`config.mk`:
```
export PLATFORM = sky130hd
export DESIGN_NAME = gst_timer
export DESIGN_NICKNAME = d
export VERILOG_FILES = /design/src/rtl/gst_pkg.sv /design/src/rtl/gst_timer.sv /design/src/rtl/gst_sync2.sv /design/src/rtl/gst_prescale.sv
export SDC_FILE = /design/constraint.sdc
export NUM_CORES = 1
export LEC_CHECK = 0
export ABC_AREA = 0
export BUFFER_PORTS_ARGS = -buffer_cell sky130_fd_sc_hd__buf_2
export CAP_MARGIN = 20
export CORE_MARGIN = 4
export CORE_UTILIZATION = 45
export CTS_CLUSTER_DIAMETER = 50
export CTS_CLUSTER_SIZE = 24
export DETAILED_ROUTE_END_ITERATION = 10
export PLACE_DENSITY = 0.68
export SYNTH_ARGS = -nofsm -noshare
export SYNTH_HDL_FRONTEND = slang
export SYNTH_SLANG_ARGS = --single-unit
```
`constraint.sdc`:
```
create_clock -name core_clk_in -period 5.82 [get_ports core_clk_in]
set_clock_uncertainty 0.1 [all_clocks]
set_input_delay 1.164 -clock core_clk_in [delete_from_list [all_inputs] [get_ports core_clk_in]]
set_output_delay 1.164 -clock core_clk_in [all_outputs]
set_load 0.02 [all_outputs]
```
`src/rtl/gst_pkg.sv`:
```
// Purpose: Shared constants for the gated sixteen-bit timer.
// Assumes: AHB-Lite word registers; byte address is four times the register index.
// Notes: Only the low byte of each register word is implemented.

package gst_pkg;

  // ==========================================================================
  // Register indices
  localparam int unsigned GST_ADDR_W = 16;
  localparam logic [11:0] GST_IDX_CONTROL = 12'hfcd;
  localparam logic [11:0] GST_IDX_COUNT_LO = 12'hfce;
  localparam logic [11:0] GST_IDX_COUNT_HI = 12'hfcf;
  localparam logic [11:0] GST_IDX_GATE = 12'hfd0;
  localparam logic [11:0] GST_IDX_CLKCTL = 12'hfd1;
  localparam logic [11:0] GST_IDX_IRQ_ST = 12'hfd2;
  localparam logic [11:0] GST_IDX_IRQ_MASK = 12'hfd3;

  // ==========================================================================
  // Field positions
  localparam int unsigned GST_CTL_RUN = 0;
  localparam int unsigned GST_CTL_WIDE = 1;
  localparam int unsigned GST_CTL_SYNC_BYP = 2;
  localparam int unsigned GST_CTL_OSC_EN = 3;
  localparam int unsigned GST_CTL_PSC_LO = 4;
  localparam int unsigned GST_CTL_SRC_LO = 6;
  localparam int unsigned GST_GC_SRC_LO = 0;
  localparam int unsigned GST_GC_VAL = 2;
  localparam int unsigned GST_GC_GO = 3;
  localparam int unsigned GST_GC_SPM = 4;
  localparam int unsigned GST_GC_TM = 5;
  localparam int unsigned GST_GC_POL = 6;
  localparam int unsigned GST_GC_EN = 7;
  localparam int unsigned GST_CC_OSC_RUN = 4;
  localparam int unsigned GST_ST_OVF = 0;
  localparam int unsigned GST_ST_DONE = 1;

  // ==========================================================================
  // Reset values and counts
  localparam logic [7:0] GST_CONTROL_RST = 8'h00;
  localparam logic [7:0] GST_GATE_RST = 8'h00;
  localparam logic [1:0] GST_IRQ_RST = 2'h0;
  localparam logic [15:0] GST_COUNT_RST = 16'h0000;
  localparam logic [15:0] GST_COUNT_MAX = 16'hffff;
  localparam logic [1:0] GST_INSTR_LAST = 2'h3;

  // ==========================================================================
  // Types
  typedef enum logic [1:0] {
    GST_SRC_INSTR = 2'h0,
    GST_SRC_SYS = 2'h1,
    GST_SRC_EXT = 2'h2,
    GST_SRC_RSVD = 2'h3
  } gst_src_e;

  typedef enum logic [2:0] {
    GST_SP_IDLE = 3'h1,
    GST_SP_ARMED = 3'h2,
    GST_SP_OPEN = 3'h4
  } gst_sp_e;

endpackage

```
`src/rtl/gst_timer.sv`:
```
// Purpose: Gated sixteen-bit timer with AHB-Lite register access.
// Assumes: sevt_in is a one-cycle pulse on core_clk_in; pins are asynchronous.
// Notes: Reads take one wait state; writes take none.
`timescale 1ns/1ns
module gst_timer import gst_pkg::*; (
  input wire logic core_clk_in,
  input wire logic rst_n_in,
  input wire logic hsel_in,
  input wire logic [GST_ADDR_W-1:0] haddr_in,
  input wire logic [1:0] htrans_in,
  input wire logic hwrite_in,
  input wire logic [2:0] hsize_in,
  input wire logic [31:0] hwdata_in,
  input wire logic hready_in,
  output logic hreadyout_out,
  output logic hresp_out,
  output logic [31:0] hrdata_out,
  input wire logic external_clock_pin_in,
  input wire logic timer_osc_clk_in,
  input wire logic device_clock_from_timer_osc_in,
  input wire logic [3:0] gate_src_in,
  input wire logic sevt_in,
  output logic oscillator_enable_out,
  output logic gate_value_out,
  output logic irq_out
);

  // ==========================================================================
  // Pin synchronisers
  logic [6:0] pin_s;

  gst_sync2 #(.W(7)) u_sync (
    .core_clk_in(core_clk_in),
    .rst_n_in(rst_n_in),
    .async_in({gate_src_in, device_clock_from_timer_osc_in, timer_osc_clk_in, external_clock_pin_in}),
    .sync_out(pin_s)
  );

  // ==========================================================================
  // Bus phase tracking
  logic dp_act_ff, dp_wr_ff, dp_ok_ff, rd_done_ff;
  logic nxt_dp_act, nxt_dp_wr, nxt_dp_ok, nxt_rd_done;
  logic [11:0] dp_idx_ff, nxt_dp_idx;
  logic [7:0] rdata_ff, nxt_rdata, wd, rmux;
  logic ap_valid, rd_cycle, wr_cycle;

  logic [7:0] ctl_ff;
  logic [15:0] count_ff;
  logic [7:0] hbuf_ff;
  logic [6:0] gcfg_ff;
  logic [1:0] st_ff;
  logic [1:0] mask_ff;
  gst_sp_e sp_ff;
  logic gval;

  assign ap_valid = hsel_in && hready_in && htrans_in[1];
  assign rd_cycle = dp_act_ff && !dp_wr_ff && !rd_done_ff;
  assign wr_cycle = dp_act_ff && dp_wr_ff && dp_ok_ff;
  assign wd = hwdata_in[7:0];
  assign hreadyout_out = !rd_cycle;
  assign hresp_out = 1'b0;
  assign hrdata_out = {24'h00_0000, rdata_ff};

  always_comb begin
    rmux = 8'h00;
    if (dp_ok_ff) begin
      case (dp_idx_ff)
        GST_IDX_CONTROL: rmux = ctl_ff;
        GST_IDX_COUNT_LO: rmux = count_ff[7:0];
        GST_IDX_COUNT_HI: rmux = ctl_ff[GST_CTL_WIDE] ? hbuf_ff : count_ff[15:8];
        GST_IDX_GATE: rmux = {gcfg_ff[6:3], sp_ff != GST_SP_IDLE, gval, gcfg_ff[1:0]};
        GST_IDX_CLKCTL: rmux = 8'(pin_s[2]) << GST_CC_OSC_RUN;
        GST_IDX_IRQ_ST: rmux = {6'h00, st_ff};
        GST_IDX_IRQ_MASK: rmux = {6'h00, mask_ff};
        default: rmux = 8'h00;
      endcase
    end
  end

  always_comb begin
    nxt_dp_act = dp_act_ff;
    nxt_dp_wr = dp_wr_ff;
    nxt_dp_ok = dp_ok_ff;
    nxt_dp_idx = dp_idx_ff;
    nxt_rd_done = rd_done_ff;
    nxt_rdata = rdata_ff;
    if (rd_cycle) begin
      nxt_rdata = rmux;
      nxt_rd_done = 1'b1;
    end else begin
      nxt_dp_act = ap_valid;
      nxt_dp_wr = hwrite_in;
      nxt_dp_idx = haddr_in[13:2];
      nxt_dp_ok = (haddr_in[15:14] == 2'h0) && (haddr_in[1:0] == 2'h0);
      nxt_rd_done = 1'b0;
    end
  end

  always_ff @(posedge core_clk_in) begin
    if (!rst_n_in) begin
      dp_act_ff <= 1'b0;
      dp_wr_ff <= 1'b0;
      dp_ok_ff <= 1'b0;
      dp_idx_ff <= 12'h000;
      rd_done_ff <= 1'b0;
      rdata_ff <= 8'h00;
    end else begin
      dp_act_ff <= nxt_dp_act;
      dp_wr_ff <= nxt_dp_wr;
      dp_ok_ff <= nxt_dp_ok;
      dp_idx_ff <= nxt_dp_idx;
      rd_done_ff <= nxt_rd_done;
      rdata_ff <= nxt_rdata;
    end
  end

  logic wr_ctl, wr_lo, wr_hi, wr_gate, wr_st, wr_mask, rd_lo, wr_cnt;

  assign wr_ctl = wr_cycle && dp_idx_ff == GST_IDX_CONTROL;
  assign wr_lo = wr_cycle && dp_idx_ff == GST_IDX_COUNT_LO;
  assign wr_hi = wr_cycle && dp_idx_ff == GST_IDX_COUNT_HI;
  assign wr_gate = wr_cycle && dp_idx_ff == GST_IDX_GATE;
  assign wr_st = wr_cycle && dp_idx_ff == GST_IDX_IRQ_ST;
  assign wr_mask = wr_cycle && dp_idx_ff == GST_IDX_IRQ_MASK;
  assign rd_lo = rd_cycle && dp_ok_ff && dp_idx_ff == GST_IDX_COUNT_LO;
  assign wr_cnt = wr_lo || (wr_hi && !ctl_ff[GST_CTL_WIDE]);

  // ==========================================================================
  // Control register
  logic [7:0] nxt_ctl;
  gst_src_e src;

  always_comb begin
    nxt_ctl = wr_ctl ? wd : ctl_ff;
  end

  always_ff @(posedge core_clk_in) begin
    if (!rst_n_in) begin
      ctl_ff <= GST_CONTROL_RST;
    end else begin
      ctl_ff <= nxt_ctl;
    end
  end

  assign src = gst_src_e'(ctl_ff[GST_CTL_SRC_LO +: 2]);
  assign oscillator_enable_out = ctl_ff[GST_CTL_OSC_EN];

  // ==========================================================================
  // Clock source selection
  logic [1:0] qdiv_ff, nxt_qdiv;
  logic ext_d_ff, pend_ff, nxt_ext_d, nxt_pend, qtick, ext_s, ext_rise, ext_tick, src_tick;

  assign qtick = qdiv_ff == GST_INSTR_LAST;
  assign ext_s = ctl_ff[GST_CTL_OSC_EN] ? pin_s[1] : pin_s[0];
  assign ext_rise = ext_s && !ext_d_ff;

  always_comb begin
    nxt_qdiv = qdiv_ff + 2'h1;
    nxt_ext_d = ext_s;
    nxt_pend = (pend_ff || ext_rise) && !qtick;
    // Synchronised mode holds an edge until the instruction clock phase
    if (ctl_ff[GST_CTL_SYNC_BYP]) begin
      ext_tick = ext_rise;
    end else begin
      ext_tick = (pend_ff || ext_rise) && qtick;
    end
    case (src)
      GST_SRC_INSTR: src_tick = qtick;
      GST_SRC_SYS: src_tick = 1'b1;
      GST_SRC_EXT: src_tick = ext_tick;
      default: src_tick = 1'b0;
    endcase
  end

  always_ff @(posedge core_clk_in) begin
    if (!rst_n_in) begin
      qdiv_ff <= 2'h0;
      ext_d_ff <= 1'b0;
      pend_ff <= 1'b0;
    end else begin
      qdiv_ff <= nxt_qdiv;
      ext_d_ff <= nxt_ext_d;
      pend_ff <= nxt_pend;
    end
  end

  // ==========================================================================
  // Gate
  logic [6:0] nxt_gcfg;
  gst_sp_e nxt_sp;
  logic act_d_ff, tog_ff, lvl_d_ff, nxt_act_d, nxt_tog, nxt_lvl_d, g_sel, g_act, g_lvl, done_ev;

  assign g_sel = pin_s[3 + gcfg_ff[GST_GC_SRC_LO +: 2]];
  assign g_act = gcfg_ff[GST_GC_POL - 1] ? g_sel : !g_sel;
  assign g_lvl = gcfg_ff[GST_GC_TM - 1] ? tog_ff : g_act;
  assign gval = gcfg_ff[GST_GC_SPM - 1] ? (sp_ff == GST_SP_OPEN) : g_lvl;
  assign gate_value_out = gval;

  always_comb begin
    nxt_gcfg = gcfg_ff;
    if (wr_gate) begin
      nxt_gcfg = {wd[7:4], 1'b0, wd[1:0]};
    end
    nxt_act_d = g_act;
    nxt_lvl_d = g_lvl;
    nxt_tog = gcfg_ff[GST_GC_TM - 1] ? (tog_ff ^ (g_act && !act_d_ff)) : 1'b0;
    nxt_sp = sp_ff;
    done_ev = 1'b0;
    case (sp_ff)
      GST_SP_IDLE: begin
        if (wr_gate && wd[GST_GC_GO]) begin
          nxt_sp = GST_SP_ARMED;
        end
      end
      GST_SP_ARMED: begin
        if (wr_gate && !wd[GST_GC_GO]) begin
          nxt_sp = GST_SP_IDLE;
        end else if (g_lvl && !lvl_d_ff) begin
          nxt_sp = GST_SP_OPEN;
        end
      end
      GST_SP_OPEN: begin
        if (!g_lvl && lvl_d_ff) begin
          nxt_sp = GST_SP_IDLE;
          done_ev = 1'b1;
        end else if (wr_gate && !wd[GST_GC_GO]) begin
          nxt_sp = GST_SP_IDLE;
        end
      end
      default: nxt_sp = GST_SP_IDLE;
    endcase
  end

  always_ff @(posedge core_clk_in) begin
    if (!rst_n_in) begin
      gcfg_ff <= GST_GATE_RST[6:0];
      act_d_ff <= 1'b1; // Reset polarity makes an idle low gate active
      tog_ff <= 1'b0;
      lvl_d_ff <= 1'b1;
      sp_ff <= GST_SP_IDLE;
    end else begin
      gcfg_ff <= nxt_gcfg;
      act_d_ff <= nxt_act_d;
      tog_ff <= nxt_tog;
      lvl_d_ff <= nxt_lvl_d;
      sp_ff <= nxt_sp;
    end
  end

  // ==========================================================================
  // Counter
  logic cnt_en;
  logic inc;
  logic ovf_ev;
  logic [15:0] nxt_count;
  logic [7:0] nxt_hbuf;

  assign cnt_en = ctl_ff[GST_CTL_RUN] && (!gcfg_ff[GST_GC_EN - 1] || gval);
  assign ovf_ev = inc && count_ff == GST_COUNT_MAX && !sevt_in && !wr_cnt;

  gst_prescale #(.W(3)) u_psc (
    .core_clk_in(core_clk_in),
    .rst_n_in(rst_n_in),
    .tick_in(src_tick && cnt_en),
    .sel_in(ctl_ff[GST_CTL_PSC_LO +: 2]),
    .clear_in(wr_cnt || sevt_in),
    .tick_out(inc)
  );

  always_comb begin
    nxt_count = count_ff;
    nxt_hbuf = hbuf_ff;
    if (inc) begin
      nxt_count = count_ff + 16'h0001;
    end
    if (wr_lo) begin
      nxt_count = ctl_ff[GST_CTL_WIDE] ? {hbuf_ff, wd} : {count_ff[15:8], wd};
    end
    if (wr_hi) begin
      if (ctl_ff[GST_CTL_WIDE]) begin
        nxt_hbuf = wd;
      end else begin
        nxt_count = {wd, count_ff[7:0]};
      end
    end
    if (rd_lo && ctl_ff[GST_CTL_WIDE]) begin
      nxt_hbuf = count_ff[15:8];
    end
    if (sevt_in) begin
      nxt_count = GST_COUNT_RST;
    end
  end

  always_ff @(posedge core_clk_in) begin
    if (!rst_n_in) begin
      count_ff <= GST_COUNT_RST;
      hbuf_ff <= 8'h00;
    end else begin
      count_ff <= nxt_count;
      hbuf_ff <= nxt_hbuf;
    end
  end

  // ==========================================================================
  // Interrupts
  logic [1:0] nxt_st;
  logic [1:0] nxt_mask;
  logic [1:0] ev;

  assign ev = {done_ev, ovf_ev};
  assign irq_out = |(st_ff & mask_ff);

  always_comb begin
    nxt_st = st_ff;
    if (wr_st) begin
      nxt_st = st_ff & ~wd[1:0];
    end
    nxt_st = nxt_st | ev;
    nxt_mask = wr_mask ? wd[1:0] : mask_ff;
  end

  always_ff @(posedge core_clk_in) begin
    if (!rst_n_in) begin
      st_ff <= GST_IRQ_RST;
      mask_ff <= GST_IRQ_RST;
    end else begin
      st_ff <= nxt_st;
      mask_ff <= nxt_mask;
    end
  end

  // ==========================================================================
  // Checks
  halt_hold_a: assert property (@(posedge core_clk_in) disable iff (!rst_n_in)
    (!ctl_ff[GST_CTL_RUN] && !sevt_in && !wr_lo && !wr_hi) |=> $stable(count_ff))
    else $error("count moved while halted");
  sevt_clear_a: assert property (@(posedge core_clk_in) disable iff (!rst_n_in)
    sevt_in |=> (count_ff == 16'h0000)) else $error("special event did not clear count");
  ovf_flag_a: assert property (@(posedge core_clk_in) disable iff (!rst_n_in)
    (inc && count_ff == 16'hffff && !sevt_in && !wr_cnt) |=> (st_ff[0] && count_ff == 16'h0000))
    else $error("rollover did not set overflow flag");
  ovf_irq_a: assert property (@(posedge core_clk_in) disable iff (!rst_n_in)
    (ovf_ev && mask_ff[0] && !wr_mask) |=> irq_out) else $error("masked-in overflow gave no interrupt");
  instr_src_a: assert property (@(posedge core_clk_in) disable iff (!rst_n_in)
    (src == GST_SRC_INSTR && inc) |-> (qdiv_ff == 2'h3)) else $error("instruction source counted off phase");
  sync_ignore_a: assert property (@(posedge core_clk_in) disable iff (!rst_n_in)
    (src == GST_SRC_SYS && cnt_en && ctl_ff[GST_CTL_PSC_LO +: 2] == 2'h0) |-> inc) else $error("system clock tick lost");
  wide_latch_a: assert property (@(posedge core_clk_in) disable iff (!rst_n_in)
    (rd_lo && ctl_ff[GST_CTL_WIDE] && !wr_hi) |=> (hbuf_ff == $past(count_ff[15:8])))
    else $error("wide read did not latch high byte");
  pulse_done_a: assert property (@(posedge core_clk_in) disable iff (!rst_n_in)
    (sp_ff == GST_SP_OPEN && !g_lvl && lvl_d_ff) |=> (sp_ff == GST_SP_IDLE && st_ff[1]))
    else $error("single pulse did not end on falling gate");
  ctl_reset_a: assert property (@(posedge core_clk_in)
    $rose(rst_n_in) |-> (ctl_ff == 8'h00 && !oscillator_enable_out)) else $error("control not zero after reset");
  ext_sync_a: assert property (@(posedge core_clk_in) disable iff (!rst_n_in)
    (src == GST_SRC_EXT && !ctl_ff[GST_CTL_SYNC_BYP] && src_tick) |-> qtick)
    else $error("synchronised external tick off instruction phase");

endmodule

```
`src/rtl/gst_sync2.sv`:
```
// Purpose: Two-flop synchroniser for a bundle of asynchronous levels.
// Assumes: Each bit is independent; no bus coherence.
// Notes: Only the second stage may be read outside.
`timescale 1ns/1ns
module gst_sync2 #(
  parameter int unsigned W = 1
) (
  input wire logic core_clk_in,
  input wire logic rst_n_in,
  input wire logic [W-1:0] async_in,
  output logic [W-1:0] sync_out
);

  logic [W-1:0] meta_ff;
  logic [W-1:0] sync_ff;

  always_ff @(posedge core_clk_in) begin
    if (!rst_n_in) begin
      meta_ff <= '0;
      sync_ff <= '0;
    end else begin
      meta_ff <= async_in;
      sync_ff <= meta_ff;
    end
  end

  assign sync_out = sync_ff;

endmodule

```
`src/rtl/gst_prescale.sv`:
```
// Purpose: Divides a tick enable by 1, 2, 4 or 8.
// Assumes: tick_in is a one-cycle enable on core_clk_in.
// Notes: clear_in restarts the division.
`timescale 1ns/1ns
module gst_prescale #(
  parameter int unsigned W = 3
) (
  input wire logic core_clk_in,
  input wire logic rst_n_in,
  input wire logic tick_in,
  input wire logic [1:0] sel_in,
  input wire logic clear_in,
  output logic tick_out
);

  logic [W-1:0] cnt_ff;
  logic [W-1:0] nxt_cnt;
  logic [W-1:0] mask;

  // ==========================================================================
  // Divide
  always_comb begin
    mask = W'((1 << sel_in) - 1);
    tick_out = tick_in && ((cnt_ff & mask) == mask);
    nxt_cnt = cnt_ff;
    if (clear_in) begin
      nxt_cnt = '0;
    end else if (tick_out) begin
      nxt_cnt = '0;
    end else if (tick_in) begin
      nxt_cnt = cnt_ff + W'(1);
    end
  end

  always_ff @(posedge core_clk_in) begin
    if (!rst_n_in) begin
      cnt_ff <= '0;
    end else begin
      cnt_ff <= nxt_cnt;
    end
  end

  // ==========================================================================
  // Checks
  div_one_pass_a: assert property (@(posedge core_clk_in) disable iff (!rst_n_in)
    (sel_in == 2'h0) |-> (tick_out == tick_in)) else $error("divide by one must pass every tick");
  div_eight_a: assert property (@(posedge core_clk_in) disable iff (!rst_n_in)
    (tick_out && sel_in == 2'h3) |-> (cnt_ff == 3'h7)) else $error("divide by eight fired early");

endmodule

```
## Word level (Yosys, flattened, before mapping)

Cells that the tools add are included.

| cells by class | value |
|---|---|
| multiply operators | 0 |
| reduce and logical (&&, ||, !) cells | 60 |
| $lt $le $gt $ge | 1 |
| shift operators | 1 |
| eq/ne operators | 20 |
| $add $sub $neg | 5 |
| div/mod/pow operators | 0 |
| muxes and demuxes | 29 |
| bitwise logic cells | 7 |

Operators with widths:

| kind | count |
|---|---|
| $eq 12x12->1 const B | 7 |
| $mux 16 | 5 |
| $pmux 8 s7 | 1 |
| $mux 8 | 5 |
| $logic_and 1x1->1 | 31 |
| $add 16x1->16 const B | 1 |
| $eq 16x16->1 const B | 1 |
| $mux 3 | 5 |
| $logic_not 1->1 | 14 |
| $mux 1 | 9 |
| $pmux 3 s3 | 1 |
| $logic_not 2->1 | 3 |
| $ne 3x1->1 const B | 2 |
| $and 2x2->2 | 2 |
| $eq 2x2->1 const B | 2 |
| $logic_or 1x1->1 | 4 |
| $lt 3x4->1 const B | 1 |
| $ne 2x2->1 const B | 2 |
| $reduce_and 2->1 | 2 |
| $reduce_bool 2->1 | 2 |
| $reduce_or 2->1 | 2 |
| $add 2x2->3 const A | 1 |
| $add 3x1->3 const B | 1 |
| $and 3x3->3 | 1 |
| 18 further kinds | 18 |

| word-level totals | value |
|---|---|
| input bits | 66 |
| logic and storage cells | 146 |
| latch bits | 0 |
| register bits after elaboration | 93 |
| ROM bits | 0 |
| memories | 0 |
| output and inout bits | 37 |
| RAM bits | 0 |

## Depth between registers and ports, before layout

| depth | value |
|---|---|
| depth after elaboration | 15 |
| mapped depth | 10 |
| mapped depth without buffers | 9 |

## Cells and area by module

A second synthesis with hierarchy kept.

| unflattened totals | value |
|---|---|
| cells, all modules | 566 |
| area total of the unflattened synthesis | 4860.9 um2 |

By module, submodules not included:

| module | cells each | seq. area each (um2) | instances | area an instance (um2) |
|---|---|---|---|---|
| gst_timer | 519 | 1521.5 | 1 | 4276.6 |
| gst_sync2 | 29 | 280.3 | 1 | 391.6 |
| gst_prescale | 18 | 60.1 | 1 | 192.7 |

## Least setup slack after synthesis

No wires, ideal clock.

| timing | value |
|---|---|
| kind | register to output |
| from | register gcfg_ff[0] |
| to | output gate_value_out |
| path slack | 2.313 ns |
| cell stages (with the launch flop) | 9 |
| path buffers | 0 |
| required time | 4.556 ns |
| arrival | 2.243 ns |
| cell sequence | dfxtp_1 inv_1 ha_1 mux2_2 a211oi_1 nor2_1 xor2_1 o21ai_0 o21a_1 |

| on the way | value |
|---|---|
| cells in the longest elaborated chain, start to end | 7 |

RTL lines:

| element | line | RTL |
|---|---|---|
| start, declared | gst_timer.sv:50 | `logic [6:0] gcfg_ff;` |
| start signal, assigned | gst_timer.sv:236 | `gcfg_ff <= GST_GATE_RST[6:0];` |
| start signal, assigned | gst_timer.sv:242 | `gcfg_ff <= nxt_gcfg;` |
| $add 2x2->3 (*) | gst_timer.sv:193 | `assign g_sel = pin_s[3 + gcfg_ff[GST_GC_SRC_LO +: 2]];` |
| $bmux 1 s3 (*) | gst_timer.sv:193 |  |
| $mux 1 (implied by the code) (*) | gst_timer.sv:193 |  |
| $logic_not 1->1 | gst_timer.sv:194 | `assign g_act = gcfg_ff[GST_GC_POL - 1] ? g_sel : !g_sel;` |
| $mux 1 (*) | gst_timer.sv:194 |  |
| $mux 1 (*) | gst_timer.sv:195 | `assign g_lvl = gcfg_ff[GST_GC_TM - 1] ? tog_ff : g_act;` |
| $mux 1 (*) | gst_timer.sv:196 | `assign gval = gcfg_ff[GST_GC_SPM - 1] ? (sp_ff == GST_SP_OPEN) : g_lvl;` |
| end, declared | gst_timer.sv:24 | `output logic gate_value_out,` |

Mark *: on every way between the ends. The rest lies on a longest branch, timed or not. The select of a mux whose other input is x is not followed.

## Worst setup path in the final report

Ends and elaborated chain as after synthesis.

==> results_dict.tcl <==
set metrics [dict create \
    period_minus_slack_ns 4.33 \
    cts_max_path_buffers 2 \
    power.density_nw_per_um2 228 \
    nNetsFinal 696 \
    min_period_over_period 0.745 \
    grt_antenna_before_repair 0 \
    clock-sinks 93 \
    cp.arrival_ns 3.07 \
    post-cts-setup-buffers 0 \
    synth-main-ff-cell "dfxtp_1" \
    syn_area_um2 4810 \
    grt_use_total 0.216 \
    worst_slew_margin_rel 0.357 \
    grt_use_met2 0.345 \
    crit_required_ns 4.56 \
    grt_pass1_wl_mm 21.8 \
    synth_edf_count 0 \
    vias 4438 \
    critPathLaunchType "register" \
    post-place-ws_ns 1.92 \
    die_y_um 111 \
    timing.setup.tns_ns 0 \
    postCtsHoldBufs 0 \
    ir_drop_mv 0.198 \
    hold_viol_final 0 \
    grtUsageMet1 0.289 \
    holdWs_ns 0.325 \
    slew_viol_final 0 \
    drt_iter0_drc 402 \
    critPathMaxFanout 6 \
    grt_max_degree 54 \
    drc_errors 0 \
    die_width_um 111 \
    final_util 0.508 \
    grt_pass1_vias 4235 \
    yosysWarnings 0 \
    fin_cells 767 \
    rsz0062_at_grt "false" \
    worstSetupPathType "register to output port" \
    routedWlPerCell_um 17.6 \
    cts_made_buffers 9 \
    cts_root_buffer "clkbuf_8" \
    gr-max-usage-layer "met2" \
    clock_latency_ns 0.38 \
    setup_ws_ns 1.49 \
    ctsResizeCount 0 \
    placed_area_um2 5070 \
    firstDrtPassIters 5 \
    ios 103 \
    die_area_um2 12400 \
    fp.coreArea_um2 10400 \
    syn_to_final_growth_pct 9.41 \
    dp_cells 751 \
    avgViaCountPerCell 5.79 \
    antenna_cells 0 \
    wl_mm 13.5 \
    hold_path.class "register to register" \
    layout_common_cells "dfxtp_1, nand2_1, nor2_1" \
    cap_violations 0 \
    avgSynthCellArea_um2 8.15 \
    synth_cell_types 66 \
    ys_ff_latch 93 \
    row_count 37 \
    grtUsageMet3 0.0467 \
    finalSetupViolCount 0 \
    power.static_leakage_nw 1.91 \
    initial_utilization 0.464 \
    max_freq_mhz 231 \
    drive_above_1_share 0.139 \
    total_power_mw 1.20 \
    status "complete, no violations" \
    end_kind "output port" \
    stdcell_area_um2 5270 \
    htree_levels 3 \
    dp.final_hpwl_mm 9.79 \
    io_buffers 49 \
    layout_commonest_cell "dfxtp_1" \
    cts_tree "yes" \
    gp_congestion 0.970 \
    path_clk_slew_ns 0.11 \
    synth_cells 591 \
    grt_overflow 0 \
    detail-route-antenna-nets 0 \
    async_reset_ff_frac 0 \
    seq_area_frac_synth 0.387 \
    worst_pin_slew_ns 0.957 \
]
==> registers in the layout, indices dropped and copies added (netlist names), 6 cells and up <==
| name | flops |
|---|---|
| count_ff | 16 |
| ctl_ff | 8 |
| dp_idx_ff | 12 |
| gcfg_ff | 6 |
| hbuf_ff | 8 |
| rdata_ff | 8 |
| u_sync.meta_ff | 7 |
| u_sync.sync_out | 7 |
==> final timing paths <==
kind	from	slack, ns	end	cells past startpoint
setup / recovery	gcfg_ff[0]	1.49	gate_value_out	9
setup reg to reg	gcfg_ff[0]	2.46	count_ff[4]	9
hold reg to reg	u_sync.meta_ff[2]	0.33	u_sync.sync_out[2]	1
hold / removal	u_sync.meta_ff[2]	0.33	u_sync.sync_out[2]	1
==> critical path, stage by stage (launching register included) <==
cell	delay [ns]
dfxtp_1	0.43
inv_1	0.07
ha_1	0.32
mux2_2	0.34
a211oi_1	0.43
nor2_1	0.10
xor2_1	0.19
o21ai_0	0.46
o21a_1	0.18
buf_2	0.16
==> report_power, final <==
group	switching [mW]	leakage [nW]	internal [mW]
registers	0.0109	0.757	0.653
clock network	0.252	0.0923	0.174
logic	0.0742	1.06	0.0366
total	0.337	1.91	0.864
==> synth_stat cells, types with 3 or more instances <==
library cell	count	area [µm²]
dfxtp_1	93	1860
nand2_1	75	282
nor2_1	55	206
a21oi_1	46	230
mux2i_1	28	280
buf_4	25	188
clkbuf_1	25	93.8
nand3_1	18	90.1
nor3_1	18	90.1
o21ai_0	18	90.1
and2_1	17	106
a211oi_1	14	105
a22oi_1	14	105
inv_1	9	33.8
and3_1	8	50.1
o211ai_1	8	60.1
a31oi_1	7	43.8
nor3b_1	7	52.6
o22ai_1	7	43.8
nand4_1	6	37.5
or4_1	6	45.0
mux2_2	5	56.3
buf_1	4	15.0
ha_1	4	50.1
nor2b_1	4	25.0
o2111ai_1	4	35.0
o21a_1	4	30.0
a32oi_1	3	26.3
and3b_1	3	26.3
and4_1	3	26.3
nand2b_1	3	18.8
nor4_1	3	18.8
nor4b_1	3	26.3
xnor2_1	3	26.3
==> cell families (layout without fill, tap and decap cells) <==
family                     count (synthesis)  count (layout)  synth area share
muxes                                     33              33            0.0699
adders and majority gates                  4               4            0.0104
buffers and inverters                     68              84            0.0730
xor gates and xnor gates                   4               4           0.00728
AOI/OAI and AO/OA                        145             145             0.198
and+or+nand+nor                          243             243             0.254
DFF                                       93              93             0.387
other                                      1              25          0.000779
==> layout make-up <==
cell class / instances / area [µm²]
repair buffers: 56 / 298
clock inverters: 6 / 57.6
well taps: 136 / 170
multi-input cells: 454 / 2700
fillers: 1012 / 5100
clock buffers: 10 / 138
flip-flops and latches: 93 / 1860
inverters: 12 / 45.0
==> metal layers <==
layer	up-vias	share of wire
met2	179	0.46
li1	2155	-
met4	0	0.022
met5	-	0
met1	2079	0.45
met3	25	0.076
Note: power is estimated with default switching activity, not from simulation.
